==> config.mk <==
export PLATFORM = sky130hd
export DESIGN_NAME = rbm_top
export DESIGN_NICKNAME = d
export VERILOG_FILES = /design/src/rbm_pkg.sv /design/src/rbm_arb.sv /design/src/rbm_top.sv
export SDC_FILE = /design/constraint.sdc
export NUM_CORES = 1
export LEC_CHECK = 0
export BUFFER_PORTS_ARGS = -buffer_cell sky130_fd_sc_hd__buf_2
export CAP_MARGIN = 10
export CORE_MARGIN = 3
export CORE_UTILIZATION = 50
export CTS_CLUSTER_DIAMETER = 50
export DETAILED_ROUTE_END_ITERATION = 7
export GPL_TIMING_DRIVEN = 0
export MAX_ROUTING_LAYER = met4
export PLACE_DENSITY = 0.79
export REMOVE_ABC_BUFFERS = 1
export SETUP_SLACK_MARGIN = 0.1
export SLEW_MARGIN = 20
export SYNTH_ARGS = -nofsm -noshare
export SYNTH_HDL_FRONTEND = slang
export SYNTH_SLANG_ARGS = --single-unit
export TNS_END_PERCENT = 100
==> constraint.sdc <==
create_clock -name clk_i -period 3.1 [get_ports clk_i]
set_clock_uncertainty 0.05 [all_clocks]
set_input_delay 0.155 -clock clk_i [delete_from_list [all_inputs] [get_ports clk_i]]
set_output_delay 0.155 -clock clk_i [all_outputs]
set_load 0.01 [all_outputs]
==> src/rbm_pkg.sv <==
package rbm_pkg;

   ////////////////////////////////////////////////////////////////////////////
   // Timing
   localparam int CLK_PERIOD_NS = 100;
   localparam int STATIC_ACCESS_NS = 600;
   localparam int STATIC_CYC = (STATIC_ACCESS_NS + CLK_PERIOD_NS - 1) / CLK_PERIOD_NS;
   localparam int ROW_PHASE_NS = 200;
   localparam int ROW_CYC = (ROW_PHASE_NS + CLK_PERIOD_NS - 1) / CLK_PERIOD_NS;
   localparam int COL_PHASE_NS = 400;
   localparam int COL_CYC = (COL_PHASE_NS + CLK_PERIOD_NS - 1) / CLK_PERIOD_NS;
   localparam int INIT_STEP_NS = 200;
   localparam int INIT_STEP_CYC = (INIT_STEP_NS + CLK_PERIOD_NS - 1) / CLK_PERIOD_NS;
   localparam int INIT_STEPS = 10;

   ////////////////////////////////////////////////////////////////////////////
   // Widths and field positions
   localparam int ADDR_W = 28;
   localparam int DATA_W = 16;
   localparam int PIN_W = 27;
   localparam int MUX_W = 12;
   localparam int PAGE_BIT = 27;
   localparam int ROW_LSB = 12;
   localparam int MUX_PIN9 = 18;
   localparam int MUX_PIN10 = 20;
   localparam int MUX_PIN11 = 22;
   localparam int CNT_W = 4;
   localparam int WCNT_W = 9;

   ////////////////////////////////////////////////////////////////////////////
   // Boot values
   localparam logic [WCNT_W-1:0] BOOT_WORDS = 9'h100;
   localparam logic [15:0] VEC_ROM = 16'h0100;
   localparam logic [15:0] VEC_BOOT = 16'h0000;
   localparam logic [ADDR_W-1:0] BOOT_BASE = 28'h0000100;
   localparam logic [1:0] PROC_INDEX = 2'h2;

   ////////////////////////////////////////////////////////////////////////////
   // Types
   typedef enum logic [1:0] {
      MT_ROM = 2'h0,
      MT_SRAM = 2'h1,
      MT_DRAM = 2'h2,
      MT_SDRAM = 2'h3
   } rbm_mtype_t;

   typedef struct packed {
      logic boot;
      logic ras;
      logic cas;
   } rbm_strap_t;

   typedef struct packed {
      rbm_mtype_t low;
      rbm_mtype_t high;
   } rbm_page_cfg_t;

   typedef struct packed {
      logic we;
      logic [ADDR_W-1:0] addr;
      logic [DATA_W-1:0] wdata;
   } rbm_req_t;

   typedef enum logic [6:0] {
      M_HOLD = 7'h01,
      M_INIT = 7'h02,
      M_IDLE = 7'h04,
      M_STATIC = 7'h08,
      M_ROW = 7'h10,
      M_COL = 7'h20,
      M_OFF = 7'h40
   } rbm_state_t;

endpackage

==> src/rbm_arb.sv <==
`timescale 1ns/1ps
module rbm_arb (
   // Clock and reset
   input wire logic clk_i,
   input wire logic reset_n_i,
   // Requests and grants
   input wire logic [1:0] req_i,
   input wire logic enable_i,
   output logic [1:0] grant_o
);

   logic last_reg;

   // Round robin so neither unit starves the shared memory
   always_comb begin
      grant_o = 2'h0;
      if (enable_i) begin
         if (req_i[0] && (!req_i[1] || last_reg)) begin
            grant_o = 2'h1;
         end else if (req_i[1]) begin
            grant_o = 2'h2;
         end
      end
   end

   always_ff @(posedge clk_i) begin
      if (!reset_n_i) begin
         last_reg <= 1'b1;
      end else if (grant_o[0]) begin
         last_reg <= 1'b0;
      end else if (grant_o[1]) begin
         last_reg <= 1'b1;
      end
   end

endmodule // rbm_arb

==> src/rbm_top.sv <==
`timescale 1ns/1ps
module rbm_top (
   // Clock and reset
   input wire logic clk_i,
   input wire logic reset_n_i,
   // Power and configuration
   input wire logic power_down_pin_n_i,
   input wire rbm_pkg::rbm_mtype_t fw_high_type_i,
   input wire logic [1:0] synth_start_i,
   // Control processor memory ports
   input wire logic [1:0] cp_req_valid_i,
   input wire rbm_pkg::rbm_req_t [1:0] cp_req_i,
   output logic [1:0] cp_ack_o,
   output logic [rbm_pkg::DATA_W-1:0] cp_rdata_o,
   // Burst transfer ports
   input wire logic [1:0] burst_valid_i,
   input wire logic [1:0][rbm_pkg::DATA_W-1:0] burst_data_i,
   output logic [1:0] burst_ready_o,
   // Processor status
   output logic [1:0] control_processor_run_o,
   output logic [1:0][15:0] control_processor_start_o,
   output logic [1:0] processor_index_bit_o,
   output logic [1:0] synth_idle_o,
   output rbm_pkg::rbm_page_cfg_t page_cfg_o,
   output logic sdram_init_busy_o,
   output logic osc_enable_o,
   output logic pll_enable_o,
   // Memory pins
   output logic [rbm_pkg::PIN_W-1:0] memory_address_pins_o,
   output logic low_page_chip_select_n_o,
   output logic high_page_chip_select_n_o,
   output logic mem_we_n_o,
   output logic mem_oe_n_o,
   output logic mem_ctrl_oe_o,
   output logic [rbm_pkg::DATA_W-1:0] mem_data_o,
   output logic mem_data_oe_o,
   input wire logic [rbm_pkg::DATA_W-1:0] mem_data_i,
   // Strap pins doubling as strobes
   input wire logic ras_pin_n_i,
   output logic ras_pin_n_o,
   output logic ras_pin_oe_o,
   input wire logic cas_pin_n_i,
   output logic cas_pin_n_o,
   output logic cas_pin_oe_o,
   input wire logic refresh_pin_n_i,
   output logic refresh_pin_n_o,
   output logic refresh_pin_oe_o
);

   ////////////////////////////////////////////////////////////////////////////
   // Functions

   function automatic logic [rbm_pkg::PIN_W-1:0] mux_pins(input logic [rbm_pkg::MUX_W-1:0] m);
      logic [rbm_pkg::PIN_W-1:0] p;
      p = '0;
      p[8:0] = m[8:0];
      p[rbm_pkg::MUX_PIN9] = m[9];
      p[rbm_pkg::MUX_PIN10] = m[10];
      p[rbm_pkg::MUX_PIN11] = m[11];
      return p;
   endfunction

   function automatic rbm_pkg::rbm_mtype_t strobe_type(input logic ras, input logic cas,
                                                       input rbm_pkg::rbm_mtype_t other);
      rbm_pkg::rbm_mtype_t t;
      t = other;
      case ({ras, cas})
         2'h0: t = rbm_pkg::MT_SRAM;
         2'h1: t = rbm_pkg::MT_DRAM;
         2'h2: t = rbm_pkg::MT_SDRAM;
         default: t = other;
      endcase
      return t;
   endfunction

   function automatic rbm_pkg::rbm_page_cfg_t page_types(input rbm_pkg::rbm_strap_t s,
                                                         input rbm_pkg::rbm_mtype_t fw);
      rbm_pkg::rbm_page_cfg_t c;
      if (s.boot) begin
         c.high = rbm_pkg::MT_ROM;
         c.low = strobe_type(s.ras, s.cas, rbm_pkg::MT_SRAM);
      end else begin
         c.low = rbm_pkg::MT_ROM;
         c.high = strobe_type(s.ras, s.cas, fw);
      end
      return c;
   endfunction

   ////////////////////////////////////////////////////////////////////////////
   // Declarations

   rbm_pkg::rbm_state_t state_reg;
   rbm_pkg::rbm_strap_t strap_reg;
   rbm_pkg::rbm_strap_t strap_pins;
   rbm_pkg::rbm_page_cfg_t cfg_reg;
   rbm_pkg::rbm_req_t cur_req_reg;
   rbm_pkg::rbm_req_t [1:0] sel_req;
   rbm_pkg::rbm_mtype_t grant_type;
   logic [rbm_pkg::CNT_W-1:0] cnt_reg;
   logic [rbm_pkg::CNT_W-1:0] step_reg;
   logic cur_unit_reg;
   logic [1:0] ack_reg;
   logic [1:0] req_v;
   logic [1:0] grant;
   logic arb_enable;
   logic capture;
   logic [1:0] loading_reg;
   logic [1:0] run_reg;
   logic [1:0] hold_valid_reg;
   logic [1:0][rbm_pkg::DATA_W-1:0] hold_data_reg;
   logic [1:0][rbm_pkg::WCNT_W-1:0] wcount_reg;

   assign strap_pins = '{boot: refresh_pin_n_i, ras: ras_pin_n_i, cas: cas_pin_n_i};
   // first edge with reset released samples the undriven straps
   assign capture = (state_reg == rbm_pkg::M_HOLD) && reset_n_i && power_down_pin_n_i;
   assign arb_enable = (state_reg == rbm_pkg::M_IDLE) && (ack_reg == 2'h0) && power_down_pin_n_i;

   ////////////////////////////////////////////////////////////////////////////
   // Request sources: bootstrap loader while loading, processor afterwards

   always_comb begin
      for (int u = 0; u < 2; u++) begin
         if (loading_reg[u]) begin
            req_v[u] = hold_valid_reg[u];
            sel_req[u].we = 1'b1;
            sel_req[u].addr = rbm_pkg::BOOT_BASE + {19'h0, wcount_reg[u]};
            sel_req[u].wdata = hold_data_reg[u];
         end else begin
            req_v[u] = run_reg[u] && cp_req_valid_i[u];
            sel_req[u] = cp_req_i[u];
         end
      end
   end

   // one shared memory space for both units
   rbm_arb u_arb (
      .clk_i(clk_i),
      .reset_n_i(reset_n_i),
      .req_i(req_v),
      .enable_i(arb_enable),
      .grant_o(grant)
   );

   // page chosen by address bit 27
   assign grant_type = sel_req[grant[1]].addr[rbm_pkg::PAGE_BIT] ? cfg_reg.high : cfg_reg.low;

   ////////////////////////////////////////////////////////////////////////////
   // Strap capture and boot control

   always_ff @(posedge clk_i) begin
      if (!reset_n_i) begin
         strap_reg <= '0;
         cfg_reg <= '{low: rbm_pkg::MT_ROM, high: rbm_pkg::MT_ROM};
         loading_reg <= 2'h0;
         run_reg <= 2'h0;
         synth_idle_o <= 2'h3;
         control_processor_start_o <= '0;
         processor_index_bit_o <= rbm_pkg::PROC_INDEX;
      // only the capture edge writes the straps
      end else if (capture) begin
         strap_reg <= strap_pins;
         cfg_reg <= page_types(strap_pins, fw_high_type_i);
         synth_idle_o <= 2'h3;
         if (strap_pins.boot) begin
            loading_reg <= 2'h3;
            control_processor_start_o <= {rbm_pkg::VEC_BOOT, rbm_pkg::VEC_BOOT};
         end else begin
            run_reg <= 2'h3;
            control_processor_start_o <= {rbm_pkg::VEC_ROM, rbm_pkg::VEC_ROM};
         end
      end else begin
         for (int u = 0; u < 2; u++) begin
            // jump to 0100H after the last word
            if (loading_reg[u] && (wcount_reg[u] == rbm_pkg::BOOT_WORDS)) begin
               loading_reg[u] <= 1'b0;
               run_reg[u] <= 1'b1;
               control_processor_start_o[u] <= rbm_pkg::VEC_ROM;
            end
            if (run_reg[u] && synth_start_i[u]) begin
               synth_idle_o[u] <= 1'b0;
            end
         end
      end
   end

   ////////////////////////////////////////////////////////////////////////////
   // Bootstrap burst intake, one word held per unit

   always_ff @(posedge clk_i) begin
      if (!reset_n_i) begin
         hold_valid_reg <= 2'h0;
         hold_data_reg <= '0;
         wcount_reg <= '0;
         burst_ready_o <= 2'h0;
      end else if (capture) begin
         burst_ready_o <= strap_pins.boot ? 2'h3 : 2'h0;
      end else begin
         for (int u = 0; u < 2; u++) begin
            if (burst_valid_i[u] && burst_ready_o[u]) begin
               hold_valid_reg[u] <= 1'b1;
               hold_data_reg[u] <= burst_data_i[u];
               burst_ready_o[u] <= 1'b0;
            // Ready returns only once the held word is written
            end else if (ack_reg[u] && loading_reg[u]) begin
               hold_valid_reg[u] <= 1'b0;
               wcount_reg[u] <= wcount_reg[u] + 9'h001;
               burst_ready_o[u] <= ((wcount_reg[u] + 9'h001) < rbm_pkg::BOOT_WORDS);
            end
         end
      end
   end

   ////////////////////////////////////////////////////////////////////////////
   // Memory cycle engine and pins

   always_ff @(posedge clk_i) begin
      if (!reset_n_i) begin
         state_reg <= rbm_pkg::M_HOLD;
         cnt_reg <= '0;
         step_reg <= '0;
         cur_req_reg <= '0;
         cur_unit_reg <= 1'b0;
         ack_reg <= 2'h0;
         cp_rdata_o <= '0;
         sdram_init_busy_o <= 1'b0;
         osc_enable_o <= 1'b1;
         pll_enable_o <= 1'b1;
         memory_address_pins_o <= '0;
         low_page_chip_select_n_o <= 1'b1;
         high_page_chip_select_n_o <= 1'b1;
         mem_we_n_o <= 1'b1;
         mem_oe_n_o <= 1'b1;
         mem_ctrl_oe_o <= 1'b0;
         mem_data_o <= '0;
         mem_data_oe_o <= 1'b0;
         ras_pin_n_o <= 1'b1;
         cas_pin_n_o <= 1'b1;
         refresh_pin_n_o <= 1'b1;
      // float everything and stop the clocks
      end else if (!power_down_pin_n_i) begin
         state_reg <= rbm_pkg::M_OFF;
         ack_reg <= 2'h0;
         sdram_init_busy_o <= 1'b0;
         osc_enable_o <= 1'b0;
         pll_enable_o <= 1'b0;
         mem_ctrl_oe_o <= 1'b0;
         mem_data_oe_o <= 1'b0;
      end else begin
         ack_reg <= 2'h0;
         case (state_reg)
            rbm_pkg::M_HOLD: begin
               if (capture) begin
                  mem_ctrl_oe_o <= 1'b1;
                  if (strap_pins.boot) begin
                     state_reg <= rbm_pkg::M_INIT;
                     sdram_init_busy_o <= 1'b1;
                     step_reg <= '0;
                     cnt_reg <= rbm_pkg::CNT_W'(rbm_pkg::INIT_STEP_CYC - 1);
                  end else begin
                     state_reg <= rbm_pkg::M_IDLE;
                  end
               end
            end
            rbm_pkg::M_INIT: begin
               // Each step opens with a one-cycle strobe command
               ras_pin_n_o <= !(cnt_reg == rbm_pkg::CNT_W'(rbm_pkg::INIT_STEP_CYC - 1));
               cas_pin_n_o <= !(cnt_reg == rbm_pkg::CNT_W'(rbm_pkg::INIT_STEP_CYC - 1));
               refresh_pin_n_o <= !(cnt_reg == rbm_pkg::CNT_W'(rbm_pkg::INIT_STEP_CYC - 1));
               if (cnt_reg != '0) begin
                  cnt_reg <= cnt_reg - 4'h1;
               end else if (step_reg == rbm_pkg::CNT_W'(rbm_pkg::INIT_STEPS - 1)) begin
                  state_reg <= rbm_pkg::M_IDLE;
                  sdram_init_busy_o <= 1'b0;
               end else begin
                  step_reg <= step_reg + 4'h1;
                  cnt_reg <= rbm_pkg::CNT_W'(rbm_pkg::INIT_STEP_CYC - 1);
               end
            end
            rbm_pkg::M_IDLE: begin
               ras_pin_n_o <= 1'b1;
               cas_pin_n_o <= 1'b1;
               refresh_pin_n_o <= 1'b1;
               if (grant != 2'h0) begin
                  cur_req_reg <= sel_req[grant[1]];
                  cur_unit_reg <= grant[1];
                  mem_we_n_o <= !sel_req[grant[1]].we;
                  mem_oe_n_o <= sel_req[grant[1]].we;
                  mem_data_o <= sel_req[grant[1]].wdata;
                  mem_data_oe_o <= sel_req[grant[1]].we;
                  if (grant_type == rbm_pkg::MT_ROM || grant_type == rbm_pkg::MT_SRAM) begin
                     state_reg <= rbm_pkg::M_STATIC;
                     cnt_reg <= rbm_pkg::CNT_W'(rbm_pkg::STATIC_CYC - 1);
                     memory_address_pins_o <= sel_req[grant[1]].addr[rbm_pkg::PIN_W-1:0];
                     low_page_chip_select_n_o <= sel_req[grant[1]].addr[rbm_pkg::PAGE_BIT];
                     high_page_chip_select_n_o <= !sel_req[grant[1]].addr[rbm_pkg::PAGE_BIT];
                  end else begin
                     state_reg <= rbm_pkg::M_ROW;
                     cnt_reg <= rbm_pkg::CNT_W'(rbm_pkg::ROW_CYC - 1);
                     memory_address_pins_o <= mux_pins(
                        sel_req[grant[1]].addr[rbm_pkg::ROW_LSB +: rbm_pkg::MUX_W]);
                     ras_pin_n_o <= 1'b0;
                  end
               end
            end
            rbm_pkg::M_STATIC: begin
               if (cnt_reg != '0) begin
                  cnt_reg <= cnt_reg - 4'h1;
               end else begin
                  state_reg <= rbm_pkg::M_IDLE;
                  cp_rdata_o <= mem_data_i;
                  ack_reg[cur_unit_reg] <= 1'b1;
                  low_page_chip_select_n_o <= 1'b1;
                  high_page_chip_select_n_o <= 1'b1;
                  mem_we_n_o <= 1'b1;
                  mem_oe_n_o <= 1'b1;
                  mem_data_oe_o <= 1'b0;
               end
            end
            rbm_pkg::M_ROW: begin
               if (cnt_reg != '0) begin
                  cnt_reg <= cnt_reg - 4'h1;
               end else begin
                  // column phase on the same pins
                  state_reg <= rbm_pkg::M_COL;
                  cnt_reg <= rbm_pkg::CNT_W'(rbm_pkg::COL_CYC - 1);
                  memory_address_pins_o <= mux_pins(cur_req_reg.addr[rbm_pkg::MUX_W-1:0]);
                  cas_pin_n_o <= 1'b0;
               end
            end
            rbm_pkg::M_COL: begin
               if (cnt_reg != '0) begin
                  cnt_reg <= cnt_reg - 4'h1;
               end else begin
                  state_reg <= rbm_pkg::M_IDLE;
                  cp_rdata_o <= mem_data_i;
                  ack_reg[cur_unit_reg] <= 1'b1;
                  ras_pin_n_o <= 1'b1;
                  cas_pin_n_o <= 1'b1;
                  mem_we_n_o <= 1'b1;
                  mem_oe_n_o <= 1'b1;
                  mem_data_oe_o <= 1'b0;
               end
            end
            // Only a reset leaves power-down
            rbm_pkg::M_OFF: begin
               state_reg <= rbm_pkg::M_OFF;
            end
            default: begin
               state_reg <= rbm_pkg::M_HOLD;
            end
         endcase
      end
   end

   assign cp_ack_o = ack_reg;
   assign control_processor_run_o = run_reg;
   assign page_cfg_o = cfg_reg;
   assign ras_pin_oe_o = mem_ctrl_oe_o;
   assign cas_pin_oe_o = mem_ctrl_oe_o;
   assign refresh_pin_oe_o = mem_ctrl_oe_o;
endmodule // rbm_top

==> impl_metrics.json, run 1 <==
{
  "rsz0062_at_grt": "no",
  "crit_type": "reg2reg",
  "wl_per_cell_um": 18.4,
  "yosys_warnings": 0,
  "leakage_nw": 4.70,
  "met3_usage": 0.0770,
  "fin_crit_sh": 0.943,
  "ys_types": 57,
  "nets": 1494,
  "drc": 0,
  "areaGrowthSynthToFinish_pct": 30.9,
  "place_congestion": 0.939,
  "synthSimpleGateAreaFrac": 0.245,
  "synth-async-reset-ratio": 0,
  "insertion_delay_ps": 420,
  "first_pass_iters": 6,
  "min_period_ps": 2920,
  "whs_path_depth": 3,
  "finalMaxSlewViolations": 0,
  "drtAntennaViolNets": 0,
  "drt-vias-per-instance": 5.67,
  "ctsLongestPathBuffers": 2,
  "place_worst_setup_slack_ps": -1240,
  "htreeDepth": 4,
  "die_x_um": 136,
  "cts_buffers": 17,
  "antenna_found_initial": 0,
  "ios": 272,
  "die_y_um": 136,
  "yosysTopAreaCell": "dfxtp_1",
  "hold_ws_ps": 34.5,
  "portBuffers": 239,
  "ys_ff_latch": 167,
  "fmax_mhz": 342,
  "synthTopCellsByArea": "dfxtp_1 (40%), nand2_1 (8.0%), a21oi_1 (7.6%), mux2i_1 (5.0%), a211oi_1 (4.3%)",
  "finalPower_mw": 5.11,
  "wl_mm": 28.8,
  "grt.busiest_layer": "met2",
  "cts_tree": "done",
  "worst_pin_slew_ps": 909,
  "yosys.cell_count.top_type": "nand2_1",
  "use_met2": 0.511,
  "grt_overflow": 0,
  "grtUsageTotal": 0.309,
  "num_vias": 8844,
  "netlist_area_mm2": 0.00845,
  "first_iter_violations": 932,
  "outcome": "complete, no violations",
  "cp_max_fo": 12,
  "die-area_mm2": 0.0185,
  "grt_pass1_vias": 8628,
  "peakVddDrop_mv": 0.396,
  "setup_slack_ps": 178,
  "clkTransAtPathRegs_ps": 60,
  "r2r_cells": 9,
  "grt_util_met1": 0.360,
  "cts_sinks": 167,
  "relSlewSlack": 0.392,
  "drv_cap": 0,
  "synth.top_cells.by_count": "nand2_1 (181), dfxtp_1 (167), a21oi_1 (129)",
  "grt_first_pass_wirelength_mm": 43.7,
  "synthFlopType": "dfxtp_1",
  "hold_class": "in2reg",
  "cts-root-buf": "clkbuf_16",
  "p_per_area_mw_per_mm2": 463,
  "rows": 46,
  "synth_top_family_by_area": "simple AND/OR/NAND/NOR gates",
  "coreArea_mm2": 0.0162,
  "seq_area_frac_synth": 0.396,
  "largest_reg_flops": 32,
  "critPathCaptureType": "flop",
  "post_synth_inst_count": 1072,
  "crit_arrival_ps": 3220,
  "drive_gt1_frac": 0.241,
  "grt_start_max_net_pins": 69,
  "synthAdderAreaFrac": 0.0178,
  "yosysTopAreaCellShare": 0.396,
  "place_hpwl_mm": 17.4,
  "synth_compound_gate_area_share": 0.195,
  "synth_xor_xnor_area_share": 0.0166,
  "muxShareOfSynthArea": 0.0551,
  "hold_violations": 0,
  "initial_core_util": 0.521,
  "avgSynthCellArea_um2": 7.88,
  "cp.required_ps": 3400,
  "setup_viol": 0,
  "start_kind": "flop",
  "synth_edf_count": 0
}
path summary, 6_finish.rpt:
kind | start | endpoint | slack, ps
hold / removal | refresh_pin_n_i | sdram_init_busy_o | 30
setup reg to reg | state_reg[4] | memory_address_pins_o[6] | 180
hold reg to reg | cur_unit_reg | cp_ack_o[0] | 390
setup / recovery | state_reg[4] | memory_address_pins_o[6] | 180
kinds of logic (layout without fill, tap and decap cells):
family | count (synthesis) | count (layout)
simple gates | 432 | 434
xor+xnor | 16 | 16
other cells | 2 | 33
compound gates | 272 | 273
fa+ha+maj | 12 | 12
mux | 45 | 46
buf+inv | 126 | 363
flops | 167 | 167
cells in the final DEF, fill, tap and decap left out, drive strengths merged, types with 11 or more instances in the layout:
| cell type | instances |
|---|---|
| dlygate4sd3 | 50 |
| dfxtp | 167 |
| conb | 32 |
| nand2 | 182 |
| nand3b | 12 |
| o21ai | 38 |
| clkbuf | 24 |
| buf | 263 |
| or3 | 15 |
| xor2 | 11 |
| a31oi | 12 |
| nor2b | 37 |
| nor2 | 90 |
| mux2i | 44 |
| a211oi | 48 |
| nor3b | 13 |
| ha | 12 |
| a21oi | 130 |
| inv | 18 |
| nand3 | 35 |
through the flow:
stage / cells / cell area [um2] / setup TNS [ps] / util
after floorplan: 993 / 8000 / -157750 / -
after CTS: 1554 / 11000 / 0 / 0.677
after global placement: 1448 / 9470 / -388110 / 0.583
after detailed placement: 1456 / 9620 / -31230 / 0.593
final: 1560 / 11100 / 0 / 0.681
after global routing: 1559 / 11100 / 0 / 0.681
critical path: stages, from the launching register on:
cell	delay (ps)
dfxtp_1	430
nor4b_4	320
buf_4	190
nand3_4	160
or3_4	400
a21boi_4	240
mux2i_4	360
buf_12	210
mux2_1	330
a31oi_1	150
final cells by class:
class	count	area, um2
diodes	1	2.50
clock buffers	23	498
clock inverters	9	161
fillers	1330	5170
inverters	17	68.8
multi-input cells	813	4710
flip-flops and latches	167	3350
well taps	216	270
repair buffers	314	1990
per-layer routing:
layer | part of all wire | up-vias
li1 | - | 4202
met1 | 0.40 | 4140
met2 | 0.48 | 425
met3 | 0.088 | 77
met4 | 0.034 | 0
met5 | 0 | -
power by group:
group / internal (mW) / switching, mW
clock: 1.46 / 0.881
sequential: 2.17 / 0.0323
combinational: 0.251 / 0.312
total: 3.89 / 1.23
repair_timing:
action / CTS / global route
pin swaps: 4 / 2
setup endpoints to repair: 43 / 32
resized for setup: 7 / 7
endpoints found under the hold margin: 50 / 0
setup buffers: 13 / 4
hold buffers: 50 / 0
gates cloned: 3 / 1
Power figures use the tool's default switching activity.
==> run 2, diff against run 1 <==
BUFFER_PORTS_ARGS = default   (was -buffer_cell sky130_fd_sc_hd__buf_2)
CORE_ASPECT_RATIO = 1.25   (was default)
DONT_BUFFER_PORTS = 1   (was default)
PLACE_DENSITY = default   (was 0.79)
==> run 2 against run 1 <==
  * Combinational power fell by 18%
  * Clock power fell by 8%
  * Setup slack improved by 25 ps
  * Hold slack got worse by 20 ps
  * Final area fell by 9.9%
  * Flip-flop and latch count did not move
  * Power fell by 5.4%
  * Core utilization fell by 7.4 points
  * Highest routed layer unchanged
  * Die area barely moved
  * Largest power group is now registers
  * Critical path depth did not move
  * Clock-buffer cell count fell by 6
  * Maximum frequency rose by 0.85%
==> impl_metrics.json, run 2 (same netlist as run 1, synthesis figures left out) <==
{
  "hold_class": "in2reg",
  "drt-vias-per-instance": 5.77,
  "areaGrowthSynthToFinish_pct": 17.9,
  "cp_max_fo": 9,
  "use_met2": 0.467,
  "most-common-layout-cells": "nand2_1 (181), dfxtp_1 (165), a21oi_1 (127)",
  "insertion_delay_ps": 430,
  "rsz0062_at_grt": "no",
  "clkTransAtPathRegs_ps": 70,
  "place_worst_setup_slack_ps": -1140,
  "finalMaxSlewViolations": 0,
  "sequentialPowerShare": 0.457,
  "drive_gt1_frac": 0.0754,
  "grt_overflow": 0,
  "cts_tree": "done",
  "wl_per_cell_um": 20.2,
  "fmax_mhz": 345,
  "cp.required_ps": 3410,
  "hold_violations": 0,
  "setup_viol": 0,
  "crit_type": "reg2reg",
  "grt_pass1_vias": 7146,
  "rows": 52,
  "drc": 0,
  "place_hpwl_mm": 17.0,
  "outcome": "complete, no violations",
  "dp.cells": 1219,
  "leakage_nw": 3.69,
  "die-area_mm2": 0.0185,
  "grt_start_max_net_pins": 94,
  "first_pass_iters": 5,
  "critPathCaptureType": "flop",
  "ctsLongestPathBuffers": 2,
  "dpl-instance-area_mm2": 0.00846,
  "worst_pin_slew_ps": 1020,
  "htreeDepth": 4,
  "die_y_um": 151,
  "layout.cells.most_common": "nand2_1",
  "coreArea_mm2": 0.0164,
  "cts_buffers": 17,
  "p_per_area_mw_per_mm2": 486,
  "relSlewSlack": 0.320,
  "grtUsageTotal": 0.288,
  "internal-power_mw": 3.57,
  "first_iter_violations": 607,
  "instances_no_fill": 1331,
  "power.switching_mw": 1.26,
  "switching_share": 0.261,
  "antenna_found_initial": 1,
  "design_area_mm2": 0.00996,
  "peakVddDrop_mv": 0.357,
  "postLayoutCoreUtil": 0.607,
  "drtAntennaViolNets": 0,
  "initial_core_util": 0.515,
  "wl_mm": 26.9,
  "combPwrFrac": 0.095,
  "die_x_um": 122,
  "ios": 272,
  "crit_arrival_ps": 3210,
  "start_kind": "flop",
  "num_vias": 7683,
  "portBuffers": 0,
  "cts_sinks": 167,
  "fin_crit_sh": 0.935,
  "largest_reg_flops": 32,
  "nets": 1266,
  "cts-root-buf": "clkbuf_16",
  "setup_slack_ps": 202,
  "met3_usage": 0.0740,
  "place_congestion": 0.857,
  "grt_first_pass_wirelength_mm": 39.6,
  "drv_cap": 0,
  "min_period_ps": 2900,
  "grt.busiest_layer": "met2",
  "grt_util_met1": 0.344,
  "clkPwrFrac": 0.448
}
[run 2: cell types whose count changed in the layout (fill, tap and decap cells not counted), sizes merged]
cell         change
inv              +3
clkinvlp         -1
buf            -238
clkinv           +5
bufinv           -2
bufbuf           +1
dlygate4sd3     +10
clkbuf           -6
a21oi            -1
[run 2: final cells by class]
type                    count  area (um2)
flip-flops and latches    167        3350
fillers                  1549        6440
clock buffers              17         425
diodes                      1        2.50
repair buffers             87         976
inverters                  17        68.8
multi-input cells         812        4690
well taps                 216         270
clock inverters            14         169
[run 2: what timing repair did]
action,in CTS,in global routing
setup buffers,10,4
cloned,4,1
resized for setup,10,3
hold buffers,61,0
hold endpoints to repair,119,0
endpoints found under the setup margin,39,32
pin swaps,5,1
[run 2: per-layer routing]
metal,wire length [um],part of all wire,vias to the layer above
met5,0,0,-
met4,764,0.028,0
met3,2020,0.075,51
met2,13400,0.50,281
met1,10800,0.40,3581
li1,-,-,3770
[run 2: worst max-delay path, stage by stage (launching register included)]
cell,delay [ps]
dfxtp_1,390
nor3_4,300
buf_4,190
nand2_2,140
or4_4,600
a21boi_4,170
mux2i_4,310
buf_12,190
mux2_1,330
a31oi_1,160
[run 2: worst paths after layout]
check / start / end / slack, ps / depth (start not counted)
max reg2reg: state_reg[5] / memory_address_pins_o[6] / 200 / 9
max: state_reg[5] / memory_address_pins_o[6] / 200 / 9
min reg2reg: cur_unit_reg / cp_ack_o[0] / 390 / 1
min: cp_req_i[72] / memory_address_pins_o[11] / 10 / 2
[run 2: power by group through the flow]
stage               clock [mW]  combinational [mW]  sequential (mW)
finish                    2.17               0.460             2.21
global route              2.30               0.499             2.21
CTS                       2.20               0.446             2.21
detailed placement           0               0.339             2.26
global placement             0               0.304             2.28
floorplan                    0               0.235             2.26
[run 2: per-stage QoR]
stage / total power, mW / setup TNS, ps / hold WS [ps]
2_1_floorplan: 2.50 / -157750 / 167
3_5_place_dp: 2.60 / -27800 / 179
4_1_cts: 4.85 / 0 / 8.04
3_3_place_gp: 2.59 / -367610 / 176
6_report: 4.84 / 0 / 14.1
5_1_grt: 5.01 / 0 / 19.6
